[src/hw/ccm_pkg.sv]
// constants and carrier types for the counter array capture/compare channel
// Function
// (RQ1) wide PWM bit picks 8-11 or 16-bit
// (RQ2) comparator works only while its enable set
// (RQ3) rising capture enable captures on positive edges
// (RQ4) falling capture enable captures on negative edges
// (RQ5) match enable sets event flag on equality
// (RQ6) toggle enable inverts pin on each equality
// (RQ7) PWM enable drives PWM wave on pin
// (RQ8) toggle plus PWM means frequency output mode
// (RQ9) interrupt enable bit masks event flag request
// (RQ10) mode register fully read/write, resets zero
// (RQ11) low byte write clears comparator enable
// (RQ12) select bit steers low byte to reload
// (RQ13) capture copies counter and sets flag
package ccm_pkg;
	// register addresses on the plain port
	localparam logic [7:0] ADDR_MODE = 8'hDC; // channel2_capture_compare_mode
	localparam logic [7:0] ADDR_CAP_LOW = 8'hE9; // channel1_capture_low_byte
	localparam logic [7:0] ADDR_CAP_HIGH = 8'hF0; // capture/compare high byte
	localparam logic [7:0] ADDR_CONFIG = 8'hF1; // reload select and PWM width
	localparam logic [7:0] ADDR_STATUS = 8'hF2; // sticky event flag, write one to clear
	localparam logic [7:0] ADDR_MASK = 8'hF3; // interrupt mask, same layout
	// field positions
	localparam int CFG_AUTO_RELOAD_SELECT_BIT = 0; // auto_reload_select
	localparam int CFG_WIDTH_LSB = 1; // extra PWM bits above 8 (0..3)
	localparam int STAT_FLAG_BIT = 0; // channel2_event_flag
	// reset values
	localparam logic [7:0] MODE_RST = 8'h00;
	localparam logic [7:0] BYTE_RST = 8'h00;
	localparam logic [15:0] CC_RST = 16'h0000;
	// narrow PWM base width
	localparam int PWM_BASE_W = 8;

	// channel mode register layout
	typedef struct packed {
		logic wide_pwm_select; // bit 7
		logic comparator_function_enable; // bit 6
		logic rising_capture_enable; // bit 5
		logic falling_capture_enable; // bit 4
		logic match_enable; // bit 3
		logic toggle_enable; // bit 2
		logic pwm_enable; // bit 1
		logic flag_interrupt_enable; // bit 0
	} ccm_mode_s;

	// register port request
	typedef struct packed {
		logic [7:0] addr;
		logic [7:0] wdata;
		logic wr;
		logic rd;
	} ccm_bus_s;
endpackage

[src/hw/ccm_channel.sv]
// capture/compare channel: mode control, capture, match, toggle, PWM, frequency output
//
// The plain strobed port was left to the implementer.
`timescale 1ns/10ps
// one channel of the counter array: the mode register picks capture, match,
// toggle, PWM or frequency output. The counter arrives on this clock already,
// so only the channel pin is synchronised. The 16-bit capture value is two
// independent bytes with no latch between them. A low byte write also stops
// the comparator, so software writes the mode register after the compare
// bytes to start the channel again.
module ccm_channel #(
	parameter int CNT_W = 16
) (
	input wire logic clk,
	input wire logic arst_n,
	input wire ccm_pkg::ccm_bus_s bus,
	output logic [7:0] rdata,
	input wire logic [CNT_W-1:0] cnt,
	input wire logic pin_i,
	output logic pin_o,
	output logic pin_oe,
	output logic irq
);
	import ccm_pkg::*;

	////////////////////////////////////////////////////////////////////////
	// state
	ccm_mode_s mode_q, mode_d; // channel mode register
	logic [CNT_W-1:0] cc_q, cc_d; // capture/compare value
	logic [7:0] reload_q, reload_d; // auto-reload low byte
	logic [7:0] cfg_q, cfg_d; // reload select and width
	logic flag_q, flag_d; // sticky event flag
	logic mask_q, mask_d; // interrupt mask
	logic pin_q, pin_d; // driven pin level
	logic [7:0] rdata_q, rdata_d; // read data, one cycle after strobe
	logic [CNT_W-1:0] cnt_prev_q; // counter last cycle
	logic sync1_q, sync2_q, sync3_q; // pin synchroniser and edge history
	logic sync1_d, sync2_d, sync3_d; // synchroniser next values
	logic [CNT_W-1:0] cnt_prev_d; // counter history next value

	// decoded strokes
	logic wr_mode, wr_low, wr_high, wr_cfg, wr_stat, wr_mask;
	logic step; // counter moved this cycle
	logic match_evt; // full-width equality on a fresh count
	logic low_evt; // low byte equality on a fresh count
	logic rise, fall; // synchronised pin edges
	logic cap_evt; // qualifying capture edge
	logic auto_reload_select; // low byte reaches the reload byte
	logic [1:0] wsel; // extra narrow PWM bits
	logic [CNT_W-1:0] pmask; // narrow PWM count mask
	logic wrap; // narrow PWM period restart
	logic pwm_lvl; // PWM comparison level
	logic freq_mode; // toggle and PWM together

	////////////////////////////////////////////////////////////////////////
	// decode and events
	always_comb begin
		wr_mode = bus.wr && (bus.addr == ADDR_MODE);
		wr_low = bus.wr && (bus.addr == ADDR_CAP_LOW);
		wr_high = bus.wr && (bus.addr == ADDR_CAP_HIGH);
		wr_cfg = bus.wr && (bus.addr == ADDR_CONFIG);
		wr_stat = bus.wr && (bus.addr == ADDR_STATUS);
		wr_mask = bus.wr && (bus.addr == ADDR_MASK);
		// config fields
		auto_reload_select = cfg_q[CFG_AUTO_RELOAD_SELECT_BIT];
		wsel = cfg_q[CFG_WIDTH_LSB +: 2];
		// a stalled counter must not repeat a match, so events need a fresh count
		step = (cnt != cnt_prev_q);
		// match and low byte events only count while the comparator is on; captures do not need it
		match_evt = mode_q.comparator_function_enable && step && (cnt == cc_q); // RQ2
		low_evt = mode_q.comparator_function_enable && step && (cnt[7:0] == cc_q[7:0]); // RQ2
		// edges look at the second and third stages only
		rise = sync2_q && !sync3_q;
		fall = !sync2_q && sync3_q;
		// either edge may qualify; both bits set capture on every change
		cap_evt = (rise && mode_q.rising_capture_enable) // RQ3
			|| (fall && mode_q.falling_capture_enable); // RQ4
		// narrow period mask: eight bits plus the extra width field
		pmask = CNT_W'((32'h1 << (PWM_BASE_W + 32'(wsel))) - 32'h1);
		// the narrow period restarts when the masked count returns to zero
		wrap = step && ((cnt & pmask) == '0);
		freq_mode = mode_q.toggle_enable && mode_q.pwm_enable; // RQ8
		// pin high while the count is below the compare value
		if (mode_q.wide_pwm_select) begin
			pwm_lvl = (cnt < cc_q); // RQ1
		end else begin
			pwm_lvl = ((cnt & pmask) < (cc_q & pmask)); // RQ1
		end
	end

	////////////////////////////////////////////////////////////////////////
	// register next values
	always_comb begin
		mode_d = mode_q;
		cfg_d = cfg_q;
		mask_d = mask_q;
		reload_d = reload_q;
		cc_d = cc_q;
		flag_d = flag_q;
		// software writes
		// a mode write replaces all eight bits
		if (wr_mode) begin
			mode_d = ccm_mode_s'(bus.wdata); // RQ10
		end
		// config holds the reload select and the narrow width
		if (wr_cfg) begin
			cfg_d = bus.wdata;
		end
		// only the flag bit of the mask is stored
		if (wr_mask) begin
			mask_d = bus.wdata[STAT_FLAG_BIT];
		end
		if (wr_low) begin
			// a low byte write stops the comparator
			mode_d.comparator_function_enable = 1'b0; // RQ11
			if (auto_reload_select) begin
				reload_d = bus.wdata; // RQ12
			end else begin
				cc_d[7:0] = bus.wdata; // RQ12
			end
		end
		// the high byte is never steered; it reaches the compare value unless a capture lands in the same cycle
		if (wr_high) begin
			cc_d[15:8] = bus.wdata;
		end
		// frequency output steps the next edge by the high byte
		if (freq_mode && low_evt) begin
			cc_d[7:0] = 8'(cc_q[7:0] + cc_q[15:8]); // RQ8
		end else if (mode_q.comparator_function_enable && mode_q.pwm_enable
			&& !mode_q.wide_pwm_select && wsel != 2'h0 && wrap) begin
			// narrow PWM above 8 bits reloads at the period start
			cc_d[7:0] = reload_q;
		end
		// a capture wins over a software byte write
		if (cap_evt) begin
			cc_d = cnt; // RQ13
		end
		// write one clears, a new event in the same cycle wins
		if (wr_stat && bus.wdata[STAT_FLAG_BIT]) begin
			flag_d = 1'b0;
		end
		if (cap_evt) begin
			flag_d = 1'b1; // RQ13
		end
		if (match_evt && mode_q.match_enable) begin
			flag_d = 1'b1; // RQ5
		end
	end

	// register the channel state; reset clears every byte
	always_ff @(posedge clk or negedge arst_n) begin
		if (!arst_n) begin
			mode_q <= ccm_mode_s'(MODE_RST);
			cfg_q <= BYTE_RST;
			mask_q <= 1'b0;
			reload_q <= BYTE_RST;
			cc_q <= CNT_W'(CC_RST);
			flag_q <= 1'b0;
		end else begin
			mode_q <= mode_d;
			cfg_q <= cfg_d;
			mask_q <= mask_d;
			reload_q <= reload_d;
			cc_q <= cc_d;
			flag_q <= flag_d;
		end
	end

	////////////////////////////////////////////////////////////////////////
	// pin output next value
	always_comb begin
		pin_d = pin_q;
		// priority: comparator off, frequency, PWM, then plain toggle
		if (!mode_q.comparator_function_enable) begin
			pin_d = pin_q; // RQ2
		end else if (freq_mode) begin
			if (low_evt) begin
				pin_d = !pin_q; // RQ8
			end
		end else if (mode_q.pwm_enable) begin
			pin_d = pwm_lvl; // RQ7
		end else if (mode_q.toggle_enable) begin
			if (match_evt) begin
				pin_d = !pin_q; // RQ6
			end
		end
	end

	// register the pin level so the pin never glitches
	always_ff @(posedge clk or negedge arst_n) begin
		if (!arst_n) begin
			pin_q <= 1'b0;
		end else begin
			pin_q <= pin_d;
		end
	end

	////////////////////////////////////////////////////////////////////////
	// pin synchroniser and counter history
	// the synchroniser shifts one stage per clock; history follows the counter
	always_comb begin
		sync1_d = pin_i;
		sync2_d = sync1_q;
		sync3_d = sync2_q;
		cnt_prev_d = cnt;
	end

	always_ff @(posedge clk or negedge arst_n) begin
		if (!arst_n) begin
			sync1_q <= 1'b0;
			sync2_q <= 1'b0;
			sync3_q <= 1'b0;
			cnt_prev_q <= '0;
		end else begin
			sync1_q <= sync1_d;
			sync2_q <= sync2_d;
			sync3_q <= sync3_d;
			cnt_prev_q <= cnt_prev_d;
		end
	end

	////////////////////////////////////////////////////////////////////////
	// read port: data stand only in the cycle after the strobe
	always_comb begin
		rdata_d = 8'h00;
		if (bus.rd) begin
			// unmapped addresses read as zero
			case (bus.addr)
				ADDR_MODE: rdata_d = mode_q; // RQ10
				ADDR_CAP_LOW: rdata_d = auto_reload_select ? reload_q : cc_q[7:0]; // RQ12
				ADDR_CAP_HIGH: rdata_d = cc_q[15:8];
				ADDR_CONFIG: rdata_d = cfg_q;
				ADDR_STATUS: rdata_d = {7'h00, flag_q};
				ADDR_MASK: rdata_d = {7'h00, mask_q};
				default: rdata_d = 8'h00;
			endcase
		end
	end

	// register the read data; it drops back to zero after one cycle
	always_ff @(posedge clk or negedge arst_n) begin
		if (!arst_n) begin
			rdata_q <= 8'h00;
		end else begin
			rdata_q <= rdata_d;
		end
	end

	// outputs
	assign rdata = rdata_q;
	assign pin_o = pin_q;
	// drive the pin only in an output mode
	assign pin_oe = mode_q.comparator_function_enable
		&& (mode_q.toggle_enable || mode_q.pwm_enable); // RQ2
	// irq follows the registered flag, so it rises one clock after the event
	assign irq = flag_q && mode_q.flag_interrupt_enable && mask_q; // RQ9

	////////////////////////////////////////////////////////////////////////
	// assertions
	// checks on the registered state; all are cut by the asynchronous reset
	// a consequent one clock on looks at the values the edge has just loaded
	a_oe_needs_comp: assert property (@(posedge clk) disable iff (!arst_n) // RQ2
		pin_oe |-> mode_q.comparator_function_enable)
		else $error("pin driven with comparator off");

	a_rise_capture: assert property (@(posedge clk) disable iff (!arst_n) // RQ3
		(rise && mode_q.rising_capture_enable) |=> (flag_q && cc_q == $past(cnt)))
		else $error("rising edge not captured");

	a_fall_capture: assert property (@(posedge clk) disable iff (!arst_n) // RQ4
		(fall && mode_q.falling_capture_enable) |=> (flag_q && cc_q == $past(cnt)))
		else $error("falling edge not captured");

	a_match_flag: assert property (@(posedge clk) disable iff (!arst_n) // RQ5
		(mode_q.comparator_function_enable && mode_q.match_enable && step
		&& cnt == cc_q) |=> flag_q)
		else $error("match did not set flag");

	a_toggle_pin: assert property (@(posedge clk) disable iff (!arst_n) // RQ6
		(match_evt && mode_q.toggle_enable && !mode_q.pwm_enable)
		|=> (pin_o != $past(pin_o)))
		else $error("match did not toggle pin");

	a_pwm_wide: assert property (@(posedge clk) disable iff (!arst_n) // RQ7
		(mode_q.comparator_function_enable && mode_q.pwm_enable
		&& !mode_q.toggle_enable && mode_q.wide_pwm_select)
		|=> (pin_o == ($past(cnt) < $past(cc_q)))) // RQ1
		else $error("wide PWM level wrong");

	a_freq_toggle: assert property (@(posedge clk) disable iff (!arst_n) // RQ8
		(freq_mode && low_evt && !cap_evt && !wr_low)
		|=> (pin_o != $past(pin_o))
		&& cc_q[7:0] == 8'($past(cc_q[7:0]) + $past(cc_q[15:8])))
		else $error("frequency output step wrong");

	a_irq_masked: assert property (@(posedge clk) disable iff (!arst_n) // RQ9
		!mode_q.flag_interrupt_enable |-> !irq)
		else $error("interrupt raised while masked");

	a_mode_write: assert property (@(posedge clk) disable iff (!arst_n) // RQ10
		wr_mode |=> mode_q == $past(bus.wdata))
		else $error("mode register write lost");

	a_mode_read: assert property (@(posedge clk) disable iff (!arst_n) // RQ10
		(bus.rd && bus.addr == ADDR_MODE) |=> rdata == $past(mode_q))
		else $error("mode register read wrong");

	a_rdata_idle: assert property (@(posedge clk) disable iff (!arst_n) // RQ10
		!bus.rd |=> rdata == 8'h00)
		else $error("read data outside the read cycle");

	a_low_clears: assert property (@(posedge clk) disable iff (!arst_n) // RQ11
		wr_low |=> !mode_q.comparator_function_enable)
		else $error("low write kept comparator on");

	a_reload_sel: assert property (@(posedge clk) disable iff (!arst_n) // RQ12
		(wr_low && auto_reload_select && !wr_cfg) |=> reload_q == $past(bus.wdata))
		else $error("reload byte not written");

	a_irq_mask_reg: assert property (@(posedge clk) disable iff (!arst_n) // RQ9
		!mask_q |-> !irq)
		else $error("interrupt raised while mask register clear");

	a_pin_hold_off: assert property (@(posedge clk) disable iff (!arst_n) // RQ2
		!mode_q.comparator_function_enable |=> pin_o == $past(pin_o))
		else $error("pin moved with comparator off");

	a_flag_sticky: assert property (@(posedge clk) disable iff (!arst_n) // RQ13
		(flag_q && !(wr_stat && bus.wdata[STAT_FLAG_BIT])) |=> flag_q)
		else $error("event flag lost without a clear");

	a_narrow_reload: assert property (@(posedge clk) disable iff (!arst_n) // RQ12
		(mode_q.comparator_function_enable && mode_q.pwm_enable && !mode_q.toggle_enable
		&& !mode_q.wide_pwm_select && wsel != 2'h0 && wrap && !cap_evt)
		|=> cc_q[7:0] == $past(reload_q))
		else $error("narrow PWM reload missed");

	// covers for capture, toggle, frequency, flag race and narrow reload
	c_capture: cover property (@(posedge clk) disable iff (!arst_n) cap_evt ##1 irq);
	c_toggle: cover property (@(posedge clk) disable iff (!arst_n)
		match_evt && mode_q.toggle_enable);
	c_freq: cover property (@(posedge clk) disable iff (!arst_n) freq_mode && low_evt);
	c_flag_race: cover property (@(posedge clk) disable iff (!arst_n)
		wr_stat && bus.wdata[0] && match_evt && mode_q.match_enable);
	c_narrow_reload: cover property (@(posedge clk) disable iff (!arst_n)
		mode_q.pwm_enable && !mode_q.wide_pwm_select && wsel != 2'h0 && wrap);
endmodule

[config.mk]
export PLATFORM = sky130hd
export DESIGN_NAME = ccm_channel
export DESIGN_NICKNAME = d
export VERILOG_FILES = /design/src/hw/ccm_pkg.sv /design/src/hw/ccm_channel.sv
export SDC_FILE = /design/constraint.sdc
export NUM_CORES = 1
export LEC_CHECK = 0
export ABC_AREA = 1
export BUFFER_PORTS_ARGS = -buffer_cell sky130_fd_sc_hd__buf_2
export CELL_PAD_IN_SITES_DETAIL_PLACEMENT = 0
export CELL_PAD_IN_SITES_GLOBAL_PLACEMENT = 2
export CORE_UTILIZATION = 36
export DETAILED_ROUTE_END_ITERATION = 8
export PLACE_DENSITY_LB_ADDON = 0.1
export SYNTH_ARGS = -nofsm -noshare
export SYNTH_HDL_FRONTEND = slang
export SYNTH_SLANG_ARGS = --single-unit
[constraint.sdc]
create_clock -name clk -period 4.3 [get_ports clk]
set_input_delay 0.86 -clock clk [delete_from_list [all_inputs] [get_ports clk]]
set_output_delay 0.86 -clock clk [all_outputs]
set_load 0.005 [all_outputs]
# Word level (Yosys, flattened, before mapping)
# Cells that the tools add are included.
# W data, S select, Z words.
[classes]
addsub = 3
order_cmp = 2
eq_ne = 11
n_shift = 1
mux = 20
bitwise_logic = 2
n_reduce_logical = 42
[op_table]
columns = ["op", "count"]
rows = [
  ["$mux W8", 7],
  ["$eq A8 B8 Y1 const B", 6],
  ["$pmux W8 S6", 1],
  ["$and A16 B16 Y16", 2],
  ["$lt A16 B16 Y1", 2],
  ["$logic_and A1 B1 Y1", 25],
  ["$eq A16 B16 Y1", 1],
  ["$logic_not A16 Y1", 1],
  ["$mux W16", 1],
  ["$ne A16 B16 Y1", 1],
  ["$shl A1 B5 Y16 const A", 1],
  ["$sub A16 B1 Y16 const B", 1],
  ["$mux W1", 10],
  ["$reduce_bool A3 Y1", 3],
  ["$add A8 B8 Y8", 1],
  ["$eq A8 B8 Y1", 1],
  ["$mux W7", 1],
  ["$reduce_bool A2 Y1", 3],
  ["$add A4 B2 Y5 const A", 1],
  ["$logic_not A1 Y1", 4],
  ["$ne A4 B1 Y1 const B", 1],
  ["$reduce_and A2 Y1", 2],
  ["$reduce_and A4 Y1", 1],
  ["$reduce_bool A4 Y1", 1],
  ["other kinds (2)", 3],
]
[word_totals]
regBits = 70
out_inout_bits = 11

# Logic depth before layout (Yosys ltp)
[depth]
depth_word = 10
depth_mapped = 16
ltp_nobuf = 16

# Worst setup path after synthesis
# OpenSTA, ideal clock, no wires.
[synth_path]
path_type = "input -> register"
start = "input port cnt[0]"
end = "register cc_q[3]"
arrival_time_ns = 2.132
setup_slack_ns = 2.103
stages = 11
path_cell_list = "inv_2 ha_1 nand3_1 nor3_2 nand2_2 nor2_4 nor2_8 buf_6 nor2_2 nand2_1 nand2_1"
[synth_between]
elab_chain_len = 7
[synth_lines]
columns = ["element", "line_no", "source"]
rows = [
  ["from (decl)", "ccm_channel.sv:18", "input wire logic [CNT_W-1:0] cnt,"],
  ["$and A16 B16 Y16", "ccm_channel.sv:81", "wrap = step && ((cnt & pmask) == '0);"],
  ["$logic_not A16 Y1", "ccm_channel.sv:81", ""],
  ["$logic_and A1 B1 Y1", "ccm_channel.sv:81", ""],
  ["$logic_and A1 B1 Y1", "ccm_channel.sv:130", "&& !mode_q.wide_pwm_select && wsel != 2'h0 && wrap) begin"],
  ["$mux W8", "ccm_channel.sv:129", "end else if (mode_q.comparator_function_enable && mode_q.pwm_enable"],
  ["$mux W8", "ccm_channel.sv:127", "if (freq_mode && low_evt) begin"],
  ["$mux W16", "ccm_channel.sv:135", "if (cap_evt) begin"],
  ["to (signal assigned)", "ccm_channel.sv:157", "cc_q <= CNT_W'(CC_RST);"],
  ["to (decl)", "ccm_channel.sv:29", "logic [CNT_W-1:0] cc_q, cc_d;"],
]
# Several ways; a longest one is shown, not always the timed one.
# A chain may end at the register's enable or synchronous reset.

# Worst setup path in the final report
[layout_path]
start = "register cfg_q[1]"
end = "register pin_q (netlist: pin_o)"
[layout_between]
elab_chain_len = 8
[layout_lines]
columns = ["element", "line_no", "source"]
rows = [
  ["from (decl)", "ccm_channel.sv:31", "logic [7:0] cfg_q, cfg_d;"],
  ["from (signal assigned)", "ccm_channel.sv:161", "cfg_q <= cfg_d;"],
  ["$add A4 B2 Y5 (*)", "ccm_channel.sv:79", "pmask = CNT_W'((32'h1 << (PWM_BASE_W + 32'(wsel))) - 32'h1);"],
  ["$shl A1 B5 Y16 (*)", "ccm_channel.sv:79", ""],
  ["$sub A16 B1 Y16 (*)", "ccm_channel.sv:79", ""],
  ["$and A16 B16 Y16", "ccm_channel.sv:87", "pwm_lvl = ((cnt & pmask) < (cc_q & pmask));"],
  ["$lt A16 B16 Y1 (*)", "ccm_channel.sv:87", ""],
  ["$mux W1 (*)", "ccm_channel.sv:84", "if (mode_q.wide_pwm_select) begin"],
  ["$mux W1 (*)", "ccm_channel.sv:180", "end else if (mode_q.pwm_enable) begin"],
  ["$mux W1 (*)", "ccm_channel.sv:176", "end else if (freq_mode) begin"],
  ["to (signal assigned)", "ccm_channel.sv:194", "pin_q <= pin_d;"],
  ["to (decl)", "ccm_channel.sv:34", "logic pin_q, pin_d;"],
]
# Mark *: on every way between the ends. The rest lies on a longest branch, timed or not.

==> impl_metrics.csv <==
group,metric,value,unit
power,p_per_area,354,mW/mm2
placement,place_hpwl,11000,um
clock_network,clockRootBuffer,"clkbuf_16",
clock_network,post_cts_resized,0,
placement,gp_congestion,0.848,
routing,viasPerCell,4.84,
worst_setup_path,r2r_end,"pin_o",
final_layout,antenna_cells,0,
min_path,min_path_type,"reg -> reg",
routing,wire_per_inst,16.2,um
die,rows,41,
final_layout,area_growth,14.7,%
sta,drv_slew,0,
final_layout,fin_util,0.422,
sta,fin_ws,1900,ps
die,coreArea,0.0126,mm2
sta,fmax,416,MHz
yosys,synth_area_per_cell,7.14,um2
die,die_width,116,um
global_routing,grt_usage,0.230,
worst_setup_path,critPathKind,"reg -> reg",
yosys,synth_fp_nets,722,
clock_network,clk_pin_slew_worst_paths,60,ps
clock_network,tritoncts,"built",
clock_network,cts_inserted_buffers,9,
power,pwr-share-seq,0.405,
sta,setup_tns,0,ps
sta,final.setup_skew,5.37,ps
final_layout,final_nets,770,
die,io_pins,48,
clock_network,h-tree-depth,3,
global_routing,grt_pass1_vias,4158,
routing,first_pass_iters,4,
power,total_switching_power,0.633,mW
routing,postRouteAntennaNets,0,
die,initial_utilization,0.368,
routing,drcViolationCount,0,
clock_network,cts_sinks,70,
yosys,synth_most_common_cell,"nand2_1",
worst_setup_path,r2r_start,"cfg_q[1]",
yosys,synth_seq_area_share,0.377,
placement,place_ws,1550,ps
power,swShare,0.335,
min_path,worstHoldStart,"sync1_q",
sta,fin_crit_sh,0.558,
worst_setup_path,critPathLaunchType,"register",
final_layout,drive_gt1_frac,0.128,
placement,port_buffers,47,
yosys,synth-seq-cells,70,
global_routing,grt_pass1_wl,22200,um
flow_run,maxCapViolations,0,
yosys,synthDistinctLibCells,40,
sta,finalHoldViolations,0,
sta,rsz0062_at_grt,"false",
power,p_leak,2.82,nW
sta,finalCriticalPeriod,2400,ps
yosys,synth_top_area_frac,0.377,
global_routing,grt_max_degree,71,
sta,finalSetupViolations,0,
yosys,yosys-top-cells-count,"204 x nand2_1, 95 x inv_1, 70 x dfrtp_1, 54 x o21ai_0, 51 x nor2_1",
die,design.die.area,0.0134,mm2
min_path,whs_path_depth,0,
worst_setup_path,endpoint_kind,"register",
global_routing,antenna_found_initial,0,
power,p_clk_frac,0.378,
clock_network,postCtsHoldBufs,0,
sta,slew_headroom,0.290,
power,p_int,1.26,mW
power,irDropWorstVdd,0.174,mV
final_layout,fillers,1417,
yosys,async_flop_share,1.00,
yosys,netlist_area,0.00465,mm2
yosys,syn-instance-count,651,
clock_network,post_cts_buffers,0,
clock_network,clk_latency,350,ps
clock_network,clock_path_buffers,2,
routing,vias,4238,
routing,first_iter_violations,201,
sta,tightest_slew,1060,ps
yosys,yosysTopAreaCell,"dfrtp_1",
worst_setup_path,worstPathMaxFanout,5,
run_status,outcome,"complete, no violations",
worst_setup_path,r2r_cells,12,
routing,wirelength,14200,um
yosys,synth-main-ff-cell,"dfrtp_1",
global_routing,globalRoute.totalOverflow,0,
die,fp.dieH,116,um
final_layout,stdcell_area,0.00533,mm2
yosys,ys_warn_count,0,
yosys,synth_edf_count,0,
yosys,synth_area_leaders,"dfrtp_1 38%, nand2_1 16%, ha_1 8.9%",
min_path,holdPathEnd,"sync2_q",
worst_setup_path,required,4560,ps
power,power_frac_comb,0.218,
placement,dpl-instance-area,0.00505,mm2
worst_setup_path,r2r_slack,1900,ps
sta,holdWs,356,ps
worst_setup_path,crit_arrival,2660,ps
-- critical path, cell delays in order, from the launching register on --
cell and delay [ps]:
dfrtp_1 460, nand2_1 140, inv_2 60, ha_1 290, or2_2 300, ha_1 290, a21oi_1 160, o21ai_0 100
a21oi_1 140, nand2_1 80, nor2_1 80, nor2_1 50, o21ai_0 170
-- kinds of logic after synthesis --
group / after synthesis / share of synthesized area
AND/OR/NAND/NOR: 323 / 0.302
buffers and inverters: 113 / 0.0937
AO/OA/AOI/OAI: 105 / 0.125
flip-flops: 70 / 0.377
adder cells (fa/ha/maj): 34 / 0.0932
XOR/XNOR: 4 / 0.00754
other: 2 / 0.00162
-- per-stage QoR --
| stage | total power, mW | instances |
|---|---|---|
| finish | 1.89 | 875 |
| global route | 2.00 | 875 |
| CTS | 1.91 | 875 |
| detailed placement | 1.19 | 860 |
| global placement | 1.19 | 860 |
| floorplan | 1.03 | 651 |
-- registers in the layout (all words and copies together) (netlist names), 8 cells and up --
register,cells
reload_q,8
cnt_prev_q,16
mode_q,8
cc_q,16
rdata,8
cfg_q,8
-- worst max path at each step --
stage               startpoint   endpoint  slack (ps)  depth (start not counted)
finish                cfg_q[1]      pin_o        1900                         12
global route          cfg_q[1]      pin_o        1650                         12
CTS                   cfg_q[1]      pin_o        1870                         12
detailed placement     bus[12]  mode_q[0]        1550                          6
global placement       bus[12]  mode_q[0]        1600                          6
floorplan               cnt[0]    cc_q[3]        2100                         11
-- per-layer routing --
layer / track usage / up-vias / part of all wire
li1: - / 2171 / -
met5: 0 / - / 0
met1: 0.308 / 1961 / 0.48
met2: 0.382 / 90 / 0.47
met3: 0.0277 / 16 / 0.039
met4: 0.0829 / 0 / 0.019
-- cells in the final DEF, fill, tap and decap left out, types with 4 or more instances in the layout --
cell type | netlist | final
dfrtp_1 | 70 | 70
o21ai_0 | 54 | 54
o211ai_1 | 8 | 8
a21oi_1 | 29 | 29
nand2_2 | 5 | 5
inv_2 | 6 | 6
nor2_1 | 51 | 51
nand3_1 | 35 | 35
nand2_1 | 204 | 204
inv_1 | 95 | 95
nand4_1 | 7 | 7
clkbuf_16 | 0 | 9
buf_2 | 3 | 46
nor2_2 | 4 | 4
ha_1 | 33 | 33
-- power groups by stage --
stage          Sequential [mW]  Combinational, mW  Clock, mW
4_1_cts                  0.765              0.415      0.726
5_1_grt                  0.770              0.477      0.754
3_5_place_dp             0.776              0.412          0
2_1_floorplan            0.747              0.278          0
6_report                 0.764              0.411      0.714
3_3_place_gp             0.776              0.410          0
-- cell type report --
type / count / area, um2 / share of cell area
clock buffers: 10 / 239 / 0.0448
clock inverters: 5 / 36.3 / 0.00681
inverters: 102 / 383 / 0.0718
multi-input cells: 468 / 2460 / 0.462
flip-flops and latches: 70 / 1750 / 0.329
well taps: 172 / 215 / 0.0404
repair buffers: 48 / 245 / 0.0460
Note: power is estimated with default switching activity, not from simulation.
